## config.mk

```make
export PLATFORM = sky130hd
export DESIGN_NAME = rrex_exec
export DESIGN_NICKNAME = d
export VERILOG_FILES = /design/src/common/rrex_pkg.sv /design/src/rtl/rrex_exec.sv
export SDC_FILE = /design/constraint.sdc
export NUM_CORES = 1
export LEC_CHECK = 0
export ABC_AREA = 1
export BUFFER_PORTS_ARGS = -buffer_cell sky130_fd_sc_hd__buf_2
export CAP_MARGIN = 20
export CORE_AREA = 2 2 73 75
export CTS_CLUSTER_DIAMETER = 80
export DETAILED_ROUTE_END_ITERATION = 8
export DIE_AREA = 0 0 75 77
export HOLD_SLACK_MARGIN = 0.05
export MAX_ROUTING_LAYER = met4
export PLACE_DENSITY = 0.71
export SKIP_CTS_REPAIR_TIMING = 1
export SYNTH_ARGS = -nofsm -noshare
export SYNTH_HDL_FRONTEND = slang
export SYNTH_SLANG_ARGS = --single-unit
```

## constraint.sdc

```tcl
create_clock -name core_clk -period 1.3 [get_ports core_clk]
set_clock_uncertainty 0.1 [all_clocks]
set_input_delay 0.26 -clock core_clk [delete_from_list [all_inputs] [get_ports core_clk]]
set_output_delay 0.26 -clock core_clk [all_outputs]
set_load 0.03 [all_outputs]
```

## src/common/rrex_pkg.sv

```systemverilog
package rrex_pkg;

    // Instruction cycles per operation
    localparam int unsigned RET_CYCLES = 2;
    localparam int unsigned ROT_CYCLES = 1;

    // Reset values of core state held here
    localparam logic [7:0]  ACC_RESET   = 8'h00;
    localparam logic        CARRY_RESET = 1'b0;

    // Destination select encoding
    localparam logic        DEST_ACC    = 1'b0;
    localparam logic        DEST_FILE   = 1'b1;

    // Operations offered by the decoder
    typedef enum logic [2:0] {
        RREX_OP_NONE,
        RREX_OP_RETURN,
        RREX_OP_RETURN_WITH_LITERAL,
        RREX_OP_ROTATE_LEFT_CARRY,
        RREX_OP_ROTATE_RIGHT_CARRY
    } rrex_op_t;

    // One decoded instruction
    typedef struct packed {
        rrex_op_t   op;
        logic [7:0] literal;
        logic [6:0] file_addr;
        logic       dest;
    } rrex_instr_t;

    // Write back to the file register space
    typedef struct packed {
        logic       we;
        logic [6:0] addr;
        logic [7:0] data;
    } rrex_file_wr_t;

endpackage : rrex_pkg

```

## src/rtl/rrex_exec.sv

```systemverilog
`timescale 1ns/1ps
module rrex_exec #(
    parameter int unsigned PC_W = 13
) (
    input  wire logic                  core_clk,
    input  wire logic                  rst_n,
    input  wire logic                  instr_valid,
    input  wire rrex_pkg::rrex_instr_t instr,
    input  wire logic [7:0]            file_rd_data,
    input  wire logic [PC_W-1:0]       stack_head,
    output logic                       instr_ready,
    output logic                       stack_pop,
    output logic                       pc_load,
    output logic [PC_W-1:0]            pc_value,
    output logic                       flush,
    output rrex_pkg::rrex_file_wr_t    file_wr,
    output logic [7:0]                 acc,
    output logic                       carry
);

    // Control states of the return sequence
    typedef enum logic {
        RREX_IDLE,
        RREX_REFETCH
    } rrex_state_t;

    // Stall counter sized for the return length
    localparam int unsigned        STALL_W    = 2;
    localparam logic [STALL_W-1:0] STALL_LOAD =
        STALL_W'(rrex_pkg::RET_CYCLES - 1);
    localparam logic [STALL_W-1:0] STALL_ONE  = STALL_W'(1);

    // Control group state
    rrex_state_t             state_q;
    rrex_state_t             state_d;
    logic [STALL_W-1:0]      stall_q;
    logic [STALL_W-1:0]      stall_d;
    logic                    ready_q;
    logic                    ready_d;
    logic                    pop_q;
    logic                    pop_d;
    logic                    pc_load_q;
    logic                    pc_load_d;
    logic [PC_W-1:0]         pc_q;
    logic [PC_W-1:0]         pc_d;
    logic                    flush_q;
    logic                    flush_d;

    // Data group state
    rrex_pkg::rrex_file_wr_t fwr_q;
    rrex_pkg::rrex_file_wr_t fwr_d;
    logic [7:0]              acc_q;
    logic [7:0]              acc_d;
    logic                    carry_q;
    logic                    carry_d;

    // Decode and rotate datapath
    logic                    take;
    logic                    is_plain_ret;
    logic                    is_lit_ret;
    logic                    is_ret;
    logic                    is_left;
    logic                    is_right;
    logic                    is_rot;
    logic [7:0]              rot_left_v;
    logic [7:0]              rot_right_v;
    logic [7:0]              rot_res;
    logic                    rot_carry;

    // Instruction taken only while idle and ready
    assign take         = instr_valid && ready_q
                          && (state_q == RREX_IDLE);
    assign is_plain_ret = (instr.op == rrex_pkg::RREX_OP_RETURN);
    assign is_lit_ret   =
        (instr.op == rrex_pkg::RREX_OP_RETURN_WITH_LITERAL);
    assign is_ret       = is_plain_ret || is_lit_ret;
    assign is_left      =
        (instr.op == rrex_pkg::RREX_OP_ROTATE_LEFT_CARRY);
    assign is_right     =
        (instr.op == rrex_pkg::RREX_OP_ROTATE_RIGHT_CARRY);
    assign is_rot       = is_left || is_right;

    // Per-bit rotate, end bits take the old carry
    for (genvar b = 0; b < 8; b++) begin : g_rot
        if (b == 0) begin : g_left_end
            assign rot_left_v[b] = carry_q;
        end else begin : g_left_mid
            assign rot_left_v[b] = file_rd_data[b-1];
        end
        if (b == 7) begin : g_right_end
            assign rot_right_v[b] = carry_q;
        end else begin : g_right_mid
            assign rot_right_v[b] = file_rd_data[b+1];
        end
    end

    // Pick direction and the bit that leaves into carry
    assign rot_res   = is_left ? rot_left_v : rot_right_v;
    assign rot_carry = is_left ? file_rd_data[7]
                               : file_rd_data[0];

    // Control next values: pop, load PC, then stall for refetch
    always_comb begin
        state_d   = state_q;
        stall_d   = stall_q;
        ready_d   = ready_q;
        pop_d     = 1'b0;
        pc_load_d = 1'b0;
        pc_d      = pc_q;
        flush_d   = 1'b0;
        unique case (state_q)
            RREX_IDLE: begin
                ready_d = 1'b1;
                if (take && is_ret) begin
                    pop_d     = 1'b1;
                    pc_load_d = 1'b1;
                    pc_d      = stack_head;
                    flush_d   = 1'b1;
                    ready_d   = 1'b0;
                    stall_d   = STALL_LOAD;
                    state_d   = RREX_REFETCH;
                end
            end
            RREX_REFETCH: begin
                // Slot spent while the fetch restarts
                stall_d = stall_q - STALL_ONE;
                if (stall_q == STALL_ONE) begin
                    state_d = RREX_IDLE;
                    ready_d = 1'b1;
                end
            end
        endcase
    end

    // Control registers
    always_ff @(posedge core_clk or negedge rst_n) begin
        if (!rst_n) begin
            state_q   <= RREX_IDLE;
            stall_q   <= '0;
            ready_q   <= 1'b1;
            pop_q     <= 1'b0;
            pc_load_q <= 1'b0;
            pc_q      <= '0;
            flush_q   <= 1'b0;
        end else begin
            state_q   <= state_d;
            stall_q   <= stall_d;
            ready_q   <= ready_d;
            pop_q     <= pop_d;
            pc_load_q <= pc_load_d;
            pc_q      <= pc_d;
            flush_q   <= flush_d;
        end
    end

    // Data next values: returns never touch carry
    always_comb begin
        fwr_d   = '0;
        acc_d   = acc_q;
        carry_d = carry_q;
        if (take && is_lit_ret) begin
            acc_d = instr.literal;
        end
        if (take && is_rot) begin
            // Carry and result land in the same cycle
            carry_d = rot_carry;
            if (instr.dest == rrex_pkg::DEST_ACC) begin
                acc_d = rot_res;
            end else begin
                fwr_d.we   = 1'b1;
                fwr_d.addr = instr.file_addr;
                fwr_d.data = rot_res;
            end
        end
    end

    // Data registers
    always_ff @(posedge core_clk or negedge rst_n) begin
        if (!rst_n) begin
            fwr_q   <= '0;
            acc_q   <= rrex_pkg::ACC_RESET;
            carry_q <= rrex_pkg::CARRY_RESET;
        end else begin
            fwr_q   <= fwr_d;
            acc_q   <= acc_d;
            carry_q <= carry_d;
        end
    end

    // Outputs straight from flops
    assign instr_ready = ready_q;
    assign stack_pop   = pop_q;
    assign pc_load     = pc_load_q;
    assign pc_value    = pc_q;
    assign flush       = flush_q;
    assign file_wr     = fwr_q;
    assign acc         = acc_q;
    assign carry       = carry_q;

endmodule : rrex_exec
```

==> results.py <==
metrics = {
    "synthesis": {
        "synthTopCellsByArea": "dfrtp_1 54%, nand2_1 19%, inv_1 3.3%, nor2_1 2.9%, nand3_1 2.8%",
        "synth-seq-cells": 43,
        "syn_area_um2": 1960,
        "yosys_warnings": 0,
        "syn_avg_cell_area_um2": 8.51,
        "yosysSeqAreaShare_pct": 55.1,
        "synth_cells": 230,
        "synth_top_area_share_pct": 53.7,
        "syn_nets": 274,
        "synth_area_leader_cell": "dfrtp_1",
        "synthDistinctLibCells": 24,
    },
    "die": {
        "coreArea_um2": 4980,
        "die_w_um": 75,
        "die_h_um": 77,
        "initial_core_util_pct": 39.3,
        "dieArea_um2": 5780,
        "std_cell_rows": 26,
        "pin_count": 85,
    },
    "timing": {
        "worst_slew_pin_slew_ns": 0.330,
        "fin_crit_ns": 1.45,
        "slew_viol_final": 0,
        "hold_viol": 0,
        "final.setup.worst_slack_ns": -0.148,
        "grt_setup_unrepaired": "yes",
        "slew-limit-headroom_pct": 78.0,
        "period_share_pct": 111,
        "max_freq_mhz": 691,
        "setup_viol": 41,
    },
    "routing": {
        "ant_nets": 0,
        "drt_first_pass_iters": 4,
        "drc": 0,
        "drtIter0Drc": 51,
        "drt_wl_total_mm": 4.36,
        "wl_per_cell_um": 11.0,
        "vias": 1709,
        "viasPerCell": 4.29,
    },
    "clock_tree": {
        "clk_latency_ns": 0.28,
        "clk_pin_slew_ns": 0.07,
        "clockBufferDepth": 2,
        "htreeDepth": 2,
        "numCtsBuffers": 5,
        "cts_tree": "done",
        "clkSinkCount": 43,
        "cts_root_buf": "clkbuf_8",
    },
    "critical_path": {
        "path_buf_inv": 1,
        "arrival_ns": 1.52,
        "path_delay_family": "flip-flops",
        "cp_slowest_stage_delay_ns": 0.55,
        "crit_chain": "nand2_2, nor2_4, nand3_4, buf_4, o21a_1",
        "critPathLaunchType": "flop",
        "crit_path_end_kind": "flop",
        "cpMaxStageDelayCell": "dfstp_2",
        "crit_fanout": 5,
        "required_ns": 1.37,
        "crit_type": "flop to flop",
    },
    "finish": {
        "drive_above_1_share_pct": 39.6,
        "finalCoreUtilization_pct": 54.4,
        "n_antenna_cell": 0,
        "syn_to_final_growth_pct": 38.3,
        "final_area_um2": 2710,
        "fin_nets": 372,
    },
    "global_routing": {
        "first_global_vias": 1597,
        "antenna_found_initial": 0,
        "grt_max_degree": 44,
        "grt_pass1_wl_mm": 7.02,
        "grt_overflow": 0,
        "grtUsageTotal_pct": 15.9,
    },
    "placement": {
        "gp_congestion": 0.785,
        "io_buffers": 84,
        "dpl.hpwl_mm": 3.34,
        "place_area_um2": 2530,
    },
    "power_and_ir_drop": {
        "p_leak_nw": 1.58,
        "power.density_nw_per_um2": 1890,
        "power.total_mw": 5.13,
        "ir_drop_mv": 0.688,
    },
    "run_status": {
        "failed_checks": "negative setup slack",
        "status": "finished with violations",
    },
    "flow_run": {
        "drv_cap": 0,
    },
    "worst_hold_path": {
        "worstHoldPathType": "input pin to flop",
    },
}
## per-layer routing
layer / part of all wire, % / global-route usage (%) / wire length [um] / up-vias
met4: 1.9 / 4.46 / 82 / 0
li1: - / - / - / 896
met2: 49 / 26.6 / 2120 / 54
met3: 5.3 / 3.29 / 230 / 9
met5: 0 / - / 0 / -
met1: 44 / 19.2 / 1930 / 750
## worst min-delay path, cell delays in order
cell,delay [ns]
buf_2,0.07
nand2_1,0.04
nand2_1,0.05
## path summary, 6_finish.rpt
path,from,endpoint,slack (ns),depth (start not counted)
worst min register to register,pc_value[10],pc_value[10],0.37,2
worst max register to register,instr_ready,carry,-0.15,5
max in group asynchronous,rst_n,instr_ready,0.47,3
min in group asynchronous,rst_n,pc_value[2],0.37,3
worst max-delay path,instr_ready,carry,-0.15,5
worst min-delay path,stack_head[5],pc_value[5],0.07,3
## area by class of cell
type	instances	area [um2]
Sequential cell	43	1080
Tap cell	70	87.6
Timing Repair Buffer	99	591
Fill cell	477	2270
Clock inverter	1	5.00
Clock buffer	6	82.6
Multi-Input combinational cell	159	783
Inverter	20	80.1
## Yosys cell counts
master,n
ha_1,1
nand2_1,101
nand2_2,2
buf_6,2
buf_2,1
o21a_1,1
nand3b_1,5
nand3_4,1
nand3_2,2
o21ai_2,5
nor2_4,1
nor2_1,15
dfrtp_1,42
o21ai_0,2
buf_4,5
dfstp_2,1
nand2_4,1
or2_2,1
a21oi_1,3
nor2_2,4
inv_1,17
inv_2,3
nand3_1,11
and2_1,3
## power breakdown
group / internal, mW / switching [mW]
Clock: 0.416 / 0.402
Sequential: 1.76 / 0.216
Combinational: 0.777 / 1.55
## layout by cell type (no fill, tap or decap), types with 3 or more instances in the layout
cell and count:
nand2_1 98, inv_1 17, nand3_1 10, nor2_1 15, and2_1 3, nand2_2 4
dfrtp_1 42, nand3b_1 5, buf_2 83, o21ai_2 5, nor2_4 3, buf_4 8
a21oi_1 3, clkbuf_8 6, buf_6 4, buf_12 3
## cell families (layout without fill, tap and decap cells)
group                      count (synthesis)  in the layout  share of synthesized area (%)
and+or+nand+nor                          147            147                           33.2
DFF                                       43             43                           55.1
buffers and inverters                     28            126                           7.16
AOI/OAI and AO/OA                         11             11                           3.90
adders and majority gates                  1              1                          0.639
## registers in the layout (all words and copies together) (netlist names)
| signal | count |
|---|---|
| state_q | 1 |
| file_wr | 16 |
| flush | 1 |
| instr_ready | 1 |
| pc_value | 13 |
| carry | 1 |
| acc | 8 |
| stall_q | 2 |
## per-stage QoR
stage | hold slack, ns | std cells | worst slack [ns] | setup TNS, ns
floorplan | -0.136 | 230 | -0.167 | -3.17
global route | 0.0699 | 398 | -0.230 | -6.24
detailed placement | 0.152 | 388 | -0.108 | -1.94
finish | 0.0724 | 398 | -0.148 | -2.98
global placement | 0.155 | 388 | -0.0816 | -1.15
CTS | -0.152 | 395 | -0.193 | -2.81
(Power assumes the default switching activity.)
